`src/logic/acmp_pkg.sv`:
```
// Package with register map, field positions and reset values of the comparator control block.
`default_nettype none

package acmp_pkg;

  // Register byte offsets on the AHB-Lite bus.
  localparam logic [7:0] OFS_CONTROL  = 8'h00;
  localparam logic [7:0] OFS_STATUS   = 8'h04;
  localparam logic [7:0] OFS_MASK     = 8'h08;
  localparam logic [7:0] OFS_FLAG_SET = 8'h0c;
  localparam logic [7:0] OFS_PIN_SEL  = 8'h10;

  // Field positions of analog_compare_control.
  localparam int BIT_COMPARE_ON     = 6;
  localparam int BIT_COMPARE_INVERT = 5;
  localparam int BIT_COMPARE_RESULT = 4;
  localparam int BIT_HYSTERESIS_ON  = 0;

  // Field positions of status, mask, flag-set and pin-select registers.
  localparam int BIT_CHANGE_FLAG = 0;
  localparam int BIT_PIN_INPUT   = 0;
  localparam int BIT_PIN_OUTPUT  = 1;

  // Reset values.
  localparam logic RST_COMPARE_ON     = 1'h0;
  localparam logic RST_COMPARE_INVERT = 1'h0;
  localparam logic RST_COMPARE_RESULT = 1'h0;
  localparam logic RST_HYSTERESIS_ON  = 1'h1;
  localparam logic RST_CHANGE_FLAG    = 1'h0;
  localparam logic RST_MASK           = 1'h0;
  localparam logic RST_PIN_INPUT      = 1'h0;
  localparam logic RST_PIN_OUTPUT     = 1'h0;

  // Bus encodings.
  localparam logic [2:0] HSIZE_WORD = 3'h2;

endpackage

`default_nettype wire

```
`src/logic/compare_level_if.sv`:
```
// Interface carrying the filtered comparator level between the synchroniser and the control block.
`timescale 1ns/1ps
`default_nettype none

interface compare_level_if;
  logic level;

  modport src
  (
    output level
  );

  modport sink
  (
    input  level
  );
endinterface

`default_nettype wire

```
`src/logic/compare_sync.sv`:
```
// Three-stage synchroniser and agreement filter for the raw comparator decision.
`timescale 1ns/1ps
`default_nettype none

module compare_sync
  import acmp_pkg::*;
(
  // Clock and reset.
  input  wire logic        clk,
  input  wire logic        resetn,
  // Raw comparator decision from the analog macro.
  input  wire logic        cmp_raw,
  // Filtered level towards the control logic.
  compare_level_if.src     lvl
);

  typedef struct packed {
    logic s1;
    logic s2;
    logic s3;
    logic level;
  } sync_state_t;

  sync_state_t st_ff;
  sync_state_t nxt_st;

  ////////////////////////////////////////////////////////////////////////////
  // The first stage feeds only the second; the filter looks at stages two and three.
  always_comb
  begin
    nxt_st    = st_ff;
    nxt_st.s1 = cmp_raw;
    nxt_st.s2 = st_ff.s1;
    nxt_st.s3 = st_ff.s2;
    if (st_ff.s2 == st_ff.s3)
    begin
      nxt_st.level = st_ff.s3;
    end
  end

  always_ff @(posedge clk)
  begin
    if (!resetn)
    begin
      st_ff <= '0;
    end
    else
    begin
      st_ff <= nxt_st;
    end
  end

  assign lvl.level = st_ff.level;

  ////////////////////////////////////////////////////////////////////////////
  a_level_agreed: assert property (@(posedge clk) disable iff (!resetn)
    $changed(st_ff.level) |-> ($past(st_ff.s2) == $past(st_ff.s3))
      && (st_ff.level == $past(st_ff.s3)))
    else $error("filtered level changed without two agreeing stages");

endmodule

`default_nettype wire

```
`src/logic/acmp_ctrl.sv`:
```
// Control, status, interrupt and AHB-Lite register logic around the analog comparator.
`timescale 1ns/1ps
`default_nettype none

module acmp_ctrl
  import acmp_pkg::*;
(
  // Clock and reset.
  input  wire logic        clk,
  input  wire logic        resetn,
  // AHB-Lite slave.
  input  wire logic        hsel,
  input  wire logic [31:0] haddr,
  input  wire logic [1:0]  htrans,
  input  wire logic        hwrite,
  input  wire logic [2:0]  hsize,
  input  wire logic [31:0] hwdata,
  input  wire logic        hready,
  output logic             hreadyout,
  output logic             hresp,
  output logic [31:0]      hrdata,
  // Analog comparator macro.
  input  wire logic        cmp_raw,
  output logic             cmp_power_on,
  output logic             cmp_hyst_on,
  // Shared pins.
  output logic             pullup_cut,
  output logic             cmp_pin_out,
  output logic             cmp_pin_oe,
  // Core power state and event outputs.
  input  wire logic        core_sleep,
  output logic             irq,
  output logic             wake
);

  typedef struct packed {
    logic        compare_on;
    logic        compare_invert;
    logic        compare_result;
    logic        hysteresis_on;
    logic        change_flag;
    logic        change_mask;
    logic        pin_input;
    logic        pin_output;
    logic        pin_level;
    logic        wake_pulse;
    logic        ph_write;
    logic [7:0]  ph_addr;
    logic [31:0] rdata;
  } ctrl_state_t;

  ctrl_state_t st_ff;
  ctrl_state_t nxt_st;

  compare_level_if lvl_if ();

  logic        take;
  logic        wr_ctrl;
  logic        wr_status;
  logic        wr_mask;
  logic        wr_set;
  logic        wr_pin;
  logic        result_changed;
  logic [31:0] rd_word;

  ////////////////////////////////////////////////////////////////////////////
  // Synchroniser for the asynchronous comparator decision.
  compare_sync u_sync
  (
    .clk    (clk),
    .resetn (resetn),
    .cmp_raw(cmp_raw),
    .lvl    (lvl_if.src)
  );

  ////////////////////////////////////////////////////////////////////////////
  // Bus decode. Only whole-word NONSEQ or SEQ transfers are taken; anything else is
  // answered OKAY, stores nothing and leaves the last read data on hrdata.
  assign take      = hsel && hready && htrans[1] && (hsize == HSIZE_WORD);
  assign wr_ctrl   = st_ff.ph_write && (st_ff.ph_addr == OFS_CONTROL);
  assign wr_status = st_ff.ph_write && (st_ff.ph_addr == OFS_STATUS);
  assign wr_mask   = st_ff.ph_write && (st_ff.ph_addr == OFS_MASK);
  assign wr_set    = st_ff.ph_write && (st_ff.ph_addr == OFS_FLAG_SET);
  assign wr_pin    = st_ff.ph_write && (st_ff.ph_addr == OFS_PIN_SEL);

  ////////////////////////////////////////////////////////////////////////////
  always_comb
  begin
    nxt_st         = st_ff;
    result_changed = 1'h0;
    rd_word        = 32'h0;

    if (wr_ctrl)
    begin
      nxt_st.compare_on     = hwdata[BIT_COMPARE_ON];
      nxt_st.compare_invert = hwdata[BIT_COMPARE_INVERT];
      nxt_st.hysteresis_on  = hwdata[BIT_HYSTERESIS_ON];
    end
    if (wr_mask)
    begin
      nxt_st.change_mask = hwdata[BIT_CHANGE_FLAG];
    end
    if (wr_pin)
    begin
      nxt_st.pin_input  = hwdata[BIT_PIN_INPUT];
      nxt_st.pin_output = hwdata[BIT_PIN_OUTPUT];
    end

    // The result is recomputed every cycle from the synchronised level,
    // regardless of the core's sleep state; only the enable stops it.
    nxt_st.compare_result = nxt_st.compare_on
      && (lvl_if.level ^ nxt_st.compare_invert);
    result_changed = nxt_st.compare_result != st_ff.compare_result;

    // A change in the same cycle as a write-one-to-clear keeps the flag set.
    nxt_st.change_flag = (st_ff.change_flag && !(wr_status && hwdata[BIT_CHANGE_FLAG]))
      || result_changed
      || (wr_set && hwdata[BIT_CHANGE_FLAG]);

    // A flag that software already set high suppresses the wake event.
    nxt_st.wake_pulse = result_changed && core_sleep && st_ff.compare_on
      && !st_ff.change_flag;

    nxt_st.pin_level = nxt_st.compare_result;

    // Read data comes from next-state values so a read right after a write
    // returns the freshly written contents.
    if (haddr[7:0] == OFS_CONTROL)
    begin
      rd_word[BIT_COMPARE_ON]     = nxt_st.compare_on;
      rd_word[BIT_COMPARE_INVERT] = nxt_st.compare_invert;
      rd_word[BIT_COMPARE_RESULT] = nxt_st.compare_result;
      rd_word[BIT_HYSTERESIS_ON]  = nxt_st.hysteresis_on;
    end
    else if (haddr[7:0] == OFS_STATUS)
    begin
      rd_word[BIT_CHANGE_FLAG] = nxt_st.change_flag;
    end
    else if (haddr[7:0] == OFS_MASK)
    begin
      rd_word[BIT_CHANGE_FLAG] = nxt_st.change_mask;
    end
    else if (haddr[7:0] == OFS_PIN_SEL)
    begin
      rd_word[BIT_PIN_INPUT]  = nxt_st.pin_input;
      rd_word[BIT_PIN_OUTPUT] = nxt_st.pin_output;
    end
    else
    begin
      rd_word = 32'h0;
    end

    nxt_st.ph_write = take && hwrite;
    nxt_st.ph_addr  = take ? haddr[7:0] : 8'h0;
    if (take && !hwrite && (haddr[31:8] == 24'h0))
    begin
      nxt_st.rdata = rd_word;
    end
    else if (take)
    begin
      nxt_st.rdata = 32'h0;
    end
    if (take && (haddr[31:8] != 24'h0))
    begin
      nxt_st.ph_write = 1'h0;
    end
  end

  ////////////////////////////////////////////////////////////////////////////
  always_ff @(posedge clk)
  begin
    if (!resetn)
    begin
      st_ff                <= '0;
      st_ff.compare_on     <= RST_COMPARE_ON;
      st_ff.compare_invert <= RST_COMPARE_INVERT;
      st_ff.compare_result <= RST_COMPARE_RESULT;
      st_ff.hysteresis_on  <= RST_HYSTERESIS_ON;
      st_ff.change_flag    <= RST_CHANGE_FLAG;
      st_ff.change_mask    <= RST_MASK;
      st_ff.pin_input      <= RST_PIN_INPUT;
      st_ff.pin_output     <= RST_PIN_OUTPUT;
    end
    else
    begin
      st_ff <= nxt_st;
    end
  end

  ////////////////////////////////////////////////////////////////////////////
  // Outputs.
  assign hreadyout    = 1'h1;
  assign hresp        = 1'h0;
  assign hrdata       = st_ff.rdata;
  assign cmp_power_on = st_ff.compare_on;
  assign cmp_hyst_on  = st_ff.hysteresis_on;
  assign pullup_cut   = st_ff.pin_input;
  assign cmp_pin_out  = st_ff.pin_output && st_ff.pin_level;
  assign cmp_pin_oe   = st_ff.pin_output;
  assign irq          = st_ff.change_flag && st_ff.change_mask;
  assign wake         = st_ff.wake_pulse;

  ////////////////////////////////////////////////////////////////////////////
  // Checks.
  a_off_result_low: assert property (@(posedge clk) disable iff (!resetn)
    !st_ff.compare_on |-> !st_ff.compare_result && !cmp_power_on)
    else $error("result not low while comparator disabled");

  a_result_polarity: assert property (@(posedge clk) disable iff (!resetn)
    st_ff.compare_on && $past(st_ff.compare_on)
      |-> st_ff.compare_result == ($past(lvl_if.level) ^ st_ff.compare_invert))
    else $error("result does not follow level and polarity");

  a_result_readback: assert property (@(posedge clk) disable iff (!resetn)
    take && !hwrite && (haddr == 32'h0) && !wr_ctrl
      |=> hrdata[BIT_COMPARE_RESULT] == st_ff.compare_result)
    else $error("result bit readback mismatch");

  a_hyst_reset_one: assert property (@(posedge clk) disable iff (!resetn)
    $past(!resetn) |-> st_ff.hysteresis_on && cmp_hyst_on)
    else $error("hysteresis not on after reset");

  a_reserved_zero: assert property (@(posedge clk) disable iff (!resetn)
    take && !hwrite && (haddr == 32'h0)
      |=> (hrdata[7] == 1'h0) && (hrdata[3:1] == 3'h0) && (hrdata[31:8] == 24'h0))
    else $error("reserved control bits not zero");

  a_change_sets_flag: assert property (@(posedge clk) disable iff (!resetn)
    $changed(st_ff.compare_result) |-> st_ff.change_flag)
    else $error("result change did not set flag");

  a_irq_on_flag: assert property (@(posedge clk) disable iff (!resetn)
    result_changed && nxt_st.change_mask |=> irq)
    else $error("enabled flag did not raise interrupt");

  a_wake_cause: assert property (@(posedge clk) disable iff (!resetn)
    wake |-> $past(core_sleep) && $changed(st_ff.compare_result)
      && st_ff.change_flag ##1 !wake)
    else $error("wake without sleeping result change");

  a_no_wake_preset: assert property (@(posedge clk) disable iff (!resetn)
    $past(st_ff.change_flag) |-> !wake)
    else $error("wake raised with flag already high");

  a_pin_follows: assert property (@(posedge clk) disable iff (!resetn)
    cmp_pin_oe |-> cmp_pin_out == st_ff.compare_result)
    else $error("output pin does not carry result");

  a_pin_idle_low: assert property (@(posedge clk) disable iff (!resetn)
    !cmp_pin_oe |-> !cmp_pin_out)
    else $error("output pin high while not driven");

  a_pullup_follows: assert property (@(posedge clk) disable iff (!resetn)
    wr_pin |=> pullup_cut == $past(hwdata[BIT_PIN_INPUT]))
    else $error("pull-high cut does not follow pin select write");

  ////////////////////////////////////////////////////////////////////////////
  // Flag corner cases. A set source and a clear can meet in one cycle; the set
  // must win, otherwise software would lose a result change it never saw.
  a_flag_set_wins: assert property (@(posedge clk) disable iff (!resetn)
    wr_status && hwdata[BIT_CHANGE_FLAG] && result_changed |=> st_ff.change_flag)
    else $error("result change lost against flag clear");

  a_status_clear: assert property (@(posedge clk) disable iff (!resetn)
    wr_status && hwdata[BIT_CHANGE_FLAG] && !result_changed |=> !st_ff.change_flag)
    else $error("write one did not clear flag");

  a_flag_preset: assert property (@(posedge clk) disable iff (!resetn)
    wr_set && hwdata[BIT_CHANGE_FLAG] |=> st_ff.change_flag)
    else $error("flag-set write did not set flag");

  ////////////////////////////////////////////////////////////////////////////
  // Low-power behaviour. The comparator has no sleep input of its own, so only a
  // control write may change its power state while the core sleeps.
  a_wake_in_sleep: assert property (@(posedge clk) disable iff (!resetn)
    $changed(st_ff.compare_result) && $past(core_sleep) && $past(st_ff.compare_on)
      && !$past(st_ff.change_flag) |-> wake)
    else $error("result change while asleep did not wake core");

  a_power_hold: assert property (@(posedge clk) disable iff (!resetn)
    core_sleep && !wr_ctrl |=> $stable(cmp_power_on))
    else $error("comparator power changed without control write");

  ////////////////////////////////////////////////////////////////////////////
  // Bus refusals and read data hold.
  a_unmapped_read: assert property (@(posedge clk) disable iff (!resetn)
    take && !hwrite && (haddr[31:8] != 24'h0) |=> hrdata == 32'h0)
    else $error("unmapped read returned data");

  a_rdata_hold: assert property (@(posedge clk) disable iff (!resetn)
    !take |=> $stable(hrdata))
    else $error("read data changed without a transfer");

endmodule

`default_nettype wire

```
`config.mk`:
```
export PLATFORM = sky130hd
export DESIGN_NAME = acmp_ctrl
export DESIGN_NICKNAME = d
export VERILOG_FILES = /design/src/logic/acmp_pkg.sv /design/src/logic/compare_level_if.sv /design/src/logic/compare_sync.sv /design/src/logic/acmp_ctrl.sv
export SDC_FILE = /design/constraint.sdc
export NUM_CORES = 1
export LEC_CHECK = 0
export ABC_AREA = 1
export BUFFER_PORTS_ARGS = -buffer_cell sky130_fd_sc_hd__buf_2
export CORE_ASPECT_RATIO = 0.6
export CORE_MARGIN = 2
export CORE_UTILIZATION = 40
export DETAILED_ROUTE_END_ITERATION = 10
export GPL_TIMING_DRIVEN = 1
export PLACE_DENSITY = 0.88
export SLEW_MARGIN = 40
export SYNTH_ARGS = -nofsm -noshare
export SYNTH_HDL_FRONTEND = slang
export SYNTH_SLANG_ARGS = --single-unit
export TNS_END_PERCENT = 30
```
`constraint.sdc`:
```
create_clock -name clk -period 1.5 [get_ports clk]
set_input_delay 0 -clock clk [delete_from_list [all_inputs] [get_ports clk]]
set_output_delay 0 -clock clk [all_outputs]
set_load 0.05 [all_outputs]
```
==> flow_metrics.py, run 1 <==
metrics = {
    "sta": {
        "period_needed_ns": 1.50,
        "fmax_mhz": 667,
        "grt_setup_unrepaired": "true",
        "finalHoldViolCount": 0,
        "fin_hold_ws_ns": 0.0181,
        "fin_skew_ns": 0.00163,
        "fin_tns_setup_ns": -0.0000440,
        "finalWorstSetupSlack_ns": -0.0000440,
        "setup_viol": 1,
        "drv_slew": 0,
        "post-route-period-util_pct": 100,
    },
    "cts": {
        "cts_htree_levels": 1,
        "path_clk_slew_ns": 0.09,
        "clockBufferDepth": 2,
        "post_cts_buffers": 0,
        "clk_latency_ns": 0.27,
        "cts_buffers": 3,
        "root_buffer": "clkbuf_8",
        "cts.sinks": 27,
        "cts_tree": "done",
    },
    "route": {
        "ant_nets": 0,
        "wl_mm": 3.48,
        "post-route-drc-count": 0,
        "num_vias": 1467,
        "first_pass_iters": 4,
        "viasPerCell": 4.34,
        "drt_iter0_drc": 110,
        "wl_per_cell_um": 10.3,
    },
    "yosys": {
        "synthTopCellsByCount": "buf_4, nand2_1, nor2_1",
        "synth_warnings": 0,
        "ys.flop_type": "dfxtp_1",
        "synth_edf_count": 0,
        "synth_top_area_share_pct": 34.6,
        "synthArstFlopShare_pct": 0,
        "synth_area_um2": 1560,
        "synth_most_common_cell": "buf_4",
        "synth-seq-cells": 27,
        "synth_cell_type_count": 27,
        "ys_seq_area_share_pct": 34.6,
        "synth_cells": 220,
        "synth_largest_area_cell": "dfxtp_1",
        "netlist_top_cells_area": "dfxtp_1, buf_4, nand2_1, nor2_1, inv_1",
        "avgSynthCellArea_um2": 7.09,
    },
    "final_layout": {
        "final_nets": 368,
        "drive_gt1_share_pct": 35.4,
        "multi_input_area_um2": 766,
        "antennaDiodeCount": 0,
        "nFillCells": 339,
        "post-route-util_pct": 53.4,
        "seqCellArea_um2": 546,
        "area_growth_pct": 26.6,
    },
    "floorplan": {
        "fp.dieH_um": 52.4,
        "core_um2": 3700,
        "die-width_um": 84.6,
        "start_util_pct": 42.2,
        "boundaryPins": 117,
        "rows": 17,
        "dieArea_um2": 4430,
    },
    "global_routing": {
        "grt_overflow": 0,
        "grt_pass1_vias": 1353,
        "grt_max_degree": 16,
        "grt_pass1_wl_mm": 5.85,
        "grt_usage_pct": 17.0,
        "antenna_found_initial": 0,
    },
    "setup_path": {
        "rr_endpoint": "hrdata[0]$_SDFFE_PN0P_",
        "startpoint_type": "flip-flop",
        "cp.arrival_ns": 1.71,
        "r2r_cells": 13,
        "critPathMaxFanout": 6,
        "crit_type": "flip-flop to flip-flop",
        "reg2reg_slack_ns": -0.00004,
        "critPathMaxStageDelay_ns": 0.31,
        "cp.required_ns": 1.71,
        "path_cells": "nor2_2 -> nand2_2 -> nor2_8 -> nand2_4 -> nand2_4 -> nand3_2 -> nand2_2 -> nand3_2 -> nand3_2 -> nand2_1 -> nand2_1 -> nand2_1 -> a21oi_2",
        "timing.rr.start": "st_ff[37]$_SDFF_PN0_",
        "slowest_stage": "dfxtp_1",
        "end_kind": "flip-flop",
    },
    "pwr": {
        "combPwrFrac_pct": 20.2,
        "p_sw_w": 0.000434,
        "power_per_cell_area_nw_per_um2": 714,
        "p_sw_share_pct": 30.8,
        "p_int_w": 0.000977,
        "seqPwrFrac_pct": 51.1,
        "p_leak_nw": 1.02,
        "p_clk_share_pct": 28.7,
        "ir_drop_uv": 450,
    },
    "worst_hold_path": {
        "hp-class": "input port to flip-flop",
        "hp-start": "hwrite",
        "min_to": "st_ff[40]$_SDFF_PP0_",
        "whs_path_depth": 2,
    },
    "place": {
        "hpwl_mm": 2.87,
        "port_buffers": 58,
        "gp_congestion": 0.881,
    },
    "flow_run": {
        "drv_cap": 0,
    },
    "status": {
        "status": "complete, but fails checks",
        "violations": "setup timing",
    },
}
[power by group through the flow]
stage	Sequential, W	Clock (W)	Combinational (W)
finish	0.000722	0.000405	0.000285
global route	0.000722	0.000445	0.000307
CTS	0.000722	0.000423	0.000282
detailed placement	0.000739	0	0.000261
global placement	0.000739	0	0.000260
floorplan	0.000738	0	0.000252
[critical path: cells and delay by family (launching register included)]
family / cells / cell delay (ns)
AO/OA/AOI/OAI: 1 / 0.11
flip-flops: 1 / 0.31
AND/OR/NAND/NOR: 12 / 1.03
[flip-flops by register name, summed over array words and instances (netlist names)]
name              cells
hrdata                5
cmp_pin_oe            1
u_sync.nxt_st         2
st_ff                13
u_sync.lvl.level      1
u_sync.st_ff          1
pullup_cut            1
wake                  1
cmp_power_on          1
cmp_hyst_on           1
[worst max-delay path by stage]
stage	from	to	slack, ns	cells after the start
global placement	st_ff[40]$_SDFF_PP0_	hrdata[0]$_SDFFE_PN0P_	-0.05	8
finish	st_ff[37]$_SDFF_PN0_	hrdata[0]$_SDFFE_PN0P_	-0.00004	13
floorplan	cmp_power_on$_SDFF_PN0_	hrdata[0]$_SDFFE_PN0P_	0.12	9
CTS	st_ff[34]$_SDFF_PN0_	hrdata[0]$_SDFFE_PN0P_	-0.008	12
detailed placement	st_ff[34]$_SDFF_PN0_	hrdata[0]$_SDFFE_PN0P_	-0.03	12
global route	st_ff[37]$_SDFF_PN0_	hrdata[0]$_SDFFE_PN0P_	-0.13	13
[metrics by stage]
step | setup slack, ns | std cells | total power, W | cell area (um2)
floorplan | 0.122 | 247 | 0.000991 | 1660
global placement | -0.0491 | 324 | 0.000998 | 1800
detailed placement | -0.0280 | 324 | 0.00100 | 1800
CTS | -0.00845 | 338 | 0.00143 | 1970
global route | -0.125 | 338 | 0.00147 | 1980
finish | -0.0000440 | 338 | 0.00141 | 1980
[repair_timing]
item | 4_1_cts | 5_1_grt
hold buffers | 10 | 0
pin swaps | 0 | 3
resized for setup | 7 | 6
hold endpoints to repair | 10 | 0
setup endpoints to repair | 1 | 5
[placed cells by master (no fill, tap or decap)]
cell type	instances
nand2_1	29
dlygate4sd3_1	10
buf_2	58
nand2_4	2
nand3b_1	1
nor2_1	32
nand3_1	16
o21ai_2	1
o21ai_1	2
inv_2	4
nand4_1	3
nor4_1	3
or2_2	2
nor3b_1	1
nor3_2	2
a21oi_2	2
conb_1	29
dfxtp_2	4
nand3_2	5
nor2_2	1
inv_1	26
nand2_2	9
buf_4	7
nor3_1	3
nor2_4	1
a21oi_1	6
nor2_8	1
o21ai_0	3
dfxtp_1	23
clkbuf_8	3
clkinv_2	1
clkinv_1	1
[metal layers]
layer	wire length, um	GRT usage [%]	vias up
li1	-	-	764
met1	1570	21.5	634
met2	1550	28.5	65
met3	315	5.20	4
met4	39	4.76	0
met5	0	0	-
[kinds of logic after synthesis]
| family | count (synthesis) | synth area share, % |
|---|---|---|
| and+or+nand+nor | 111 | 36.1 |
| buffers and inverters | 66 | 24.1 |
| DFF | 27 | 34.6 |
| AOI/OAI and AO/OA | 14 | 4.73 |
| other | 2 | 0.481 |
[cell type report]
cell class	count	share of cell area (%)
multi-input combinational	154	38.8
sequential	27	27.6
timing repair buffer	75	22.4
inverter	31	5.89
tap	47	2.98
clock buffer	3	2.09
clock inverter	1	0.253
Note: power is estimated with default switching activity, not from simulation.
==> run 2, diff against run 1 <==
CTS_BUF_LIST = sky130_fd_sc_hd__clkbuf_16   (was default)
==> run 2 against run 1 <==
Compared with the run above: the run now ends clean; wire length rose by 1.4%; clock-buffer cell count did not move; non-clock buffer count fell by 3; register-to-register slack barely moved; combinational power fell by 2%; via count fell by 0.34%; critical endpoint unchanged.
==> flow_metrics.py, run 2 (synthesized netlist as in run 1, its figures left out) <==
metrics = {
    "cts": {
        "root_buffer": "clkbuf_16",
        "cts_buffers": 3,
        "clockBufferDepth": 2,
        "post_cts_buffers": 0,
        "path_clk_slew_ns": 0.06,
        "cts_tree": "done",
        "cts_htree_levels": 1,
        "cts.sinks": 27,
        "clk_latency_ns": 0.26,
    },
    "place": {
        "gp_congestion": 0.881,
        "placed_area_um2": 1800,
        "hpwl_mm": 2.87,
        "port_buffers": 58,
    },
    "setup_path": {
        "critPathMaxFanout": 6,
        "end_kind": "flip-flop",
        "cp.arrival_ns": 1.69,
        "timing.rr.start": "st_ff[37]$_SDFF_PN0_",
        "rr_endpoint": "hrdata[0]$_SDFFE_PN0P_",
        "cp.required_ns": 1.69,
        "r2r_cells": 9,
        "reg2reg_slack_ns": 0.002,
        "startpoint_type": "flip-flop",
        "crit_type": "flip-flop to flip-flop",
    },
    "global_routing": {
        "grt_overflow": 0,
        "grt_max_degree": 16,
        "grt_usage_pct": 16.8,
        "antenna_found_initial": 0,
        "grt_pass1_wl_mm": 5.84,
        "grt_pass1_vias": 1352,
    },
    "sta": {
        "drv_slew": 0,
        "fin_skew_ns": 0.00197,
        "grt_setup_unrepaired": "true",
        "period_needed_ns": 1.50,
        "finalHoldViolCount": 0,
        "fin_tns_setup_ns": 0,
        "post-route-period-util_pct": 99.9,
        "setup_viol": 0,
        "fmax_mhz": 667,
    },
    "pwr": {
        "p_sw_w": 0.000453,
        "ir_drop_uv": 648,
        "p_leak_nw": 1.02,
        "combPwrFrac_pct": 17.4,
        "p_clk_share_pct": 37.4,
        "power_per_cell_area_nw_per_um2": 807,
        "p_int_w": 0.00115,
        "p_sw_share_pct": 28.3,
        "seqPwrFrac_pct": 45.2,
    },
    "floorplan": {
        "rows": 17,
        "boundaryPins": 117,
        "start_util_pct": 42.2,
        "dieArea_um2": 4430,
        "core_um2": 3700,
        "fp.dieH_um": 52.4,
        "die-width_um": 84.6,
    },
    "worst_hold_path": {
        "min_to": "st_ff[37]$_SDFF_PN0_",
        "whs_path_depth": 3,
        "hp-start": "haddr[5]",
        "hp-class": "input port to flip-flop",
    },
    "final_layout": {
        "area_growth_pct": 26.9,
        "antennaDiodeCount": 0,
        "final_cell_mix": "buf_2, nor2_1, nand2_1, conb_1, inv_1",
        "final_area_um2": 1980,
        "layout_commonest_cell": "buf_2",
        "largest_reg_flops": 13,
        "drive_gt1_share_pct": 34.4,
        "regMostFlops": "st_ff",
        "final_nets": 365,
        "nFillCells": 344,
    },
    "route": {
        "first_pass_iters": 4,
        "ant_nets": 0,
        "viasPerCell": 4.36,
        "post-route-drc-count": 0,
        "num_vias": 1462,
        "drt_iter0_drc": 77,
        "wl_mm": 3.53,
        "wl_per_cell_um": 10.5,
    },
    "status": {
        "status": "finished clean",
    },
    "flow_run": {
        "drv_cap": 0,
    },
}
[run 2: cell count changes in the layout (fill, tap and decap cells not counted), sizes merged]
| cell | change |
|---|---|
| dlygate4sd3 | -3 |
[run 2: worst max path at each step]
stage / startpoint / to / slack, ns
6_report: st_ff[37]$_SDFF_PN0_ / hrdata[0]$_SDFFE_PN0P_ / 0.002
5_1_grt: st_ff[34]$_SDFF_PN0_ / hrdata[0]$_SDFFE_PN0P_ / -0.12
4_1_cts: st_ff[37]$_SDFF_PN0_ / hrdata[0]$_SDFFE_PN0P_ / -0.0007
3_5_place_dp: st_ff[34]$_SDFF_PN0_ / hrdata[0]$_SDFFE_PN0P_ / -0.03
3_3_place_gp: st_ff[40]$_SDFF_PP0_ / hrdata[0]$_SDFFE_PN0P_ / -0.05
2_1_floorplan: cmp_power_on$_SDFF_PN0_ / hrdata[0]$_SDFFE_PN0P_ / 0.12
[run 2: per-layer routing]
| metal | share of wire, % | wire length (um) | track usage (%) | vias up |
|---|---|---|---|---|
| met1 | 46 | 1640 | 21.4 | 641 |
| met2 | 44 | 1550 | 28.7 | 59 |
| met4 | 0.65 | 23 | 3.17 | 0 |
| met3 | 8.9 | 314 | 5.20 | 2 |
| met5 | 0 | 0 | 0 | - |
| li1 | - | - | - | 760 |
[run 2: area by class of cell]
class                      instances  area (um2)  area share [%]
timing repair buffer              72         413            20.8
clock buffer                       3        75.1            3.79
clock inverter                     1        5.00           0.253
tap                               47        58.8            2.97
sequential                        27         542            27.4
inverter                          31         116            5.87
multi-input combinational        154         771            38.9
[run 2: through the flow]
step	total power (W)	hold slack, ns	std cells	utilization (%)	worst slack (ns)
floorplan	0.000991	0.0976	247	-	0.122
global placement	0.000998	0.194	324	48.7	-0.0491
detailed placement	0.00100	0.194	324	48.7	-0.0280
CTS	0.00161	0.000139	335	53.2	-0.000667
global route	0.00165	0.0295	335	53.5	-0.122
finish	0.00160	0.000872	335	53.5	0.00168
[run 2: worst max-delay path, cell delays in order, from the launching register on]
cell	delay [ns]
dfxtp_1	0.31
nor2_2	0.10
nand2_2	0.10
nor2_8	0.14
nand2_4	0.10
o21ai_2	0.16
nor3_1	0.08
nor4_1	0.23
nand2_1	0.11
a21oi_2	0.11
[run 2: what timing repair did]
| item | 4_1_cts | 5_1_grt |
|---|---|---|
| gates resized for setup | 6 | 4 |
| endpoints found under the hold margin | 7 | 0 |
| pin swaps | 2 | 0 |
| endpoints found under the setup margin | 1 | 5 |
| hold buffers | 7 | 0 |
[run 2: power groups by stage]
stage                     Combinational, W  Clock [W]  Sequential (W)
after floorplan                   0.000252          0        0.000738
after global placement            0.000260          0        0.000739
after detailed placement          0.000261          0        0.000739
after CTS                         0.000276   0.000610        0.000722
after global routing              0.000300   0.000633        0.000722
final                             0.000279   0.000598        0.000722
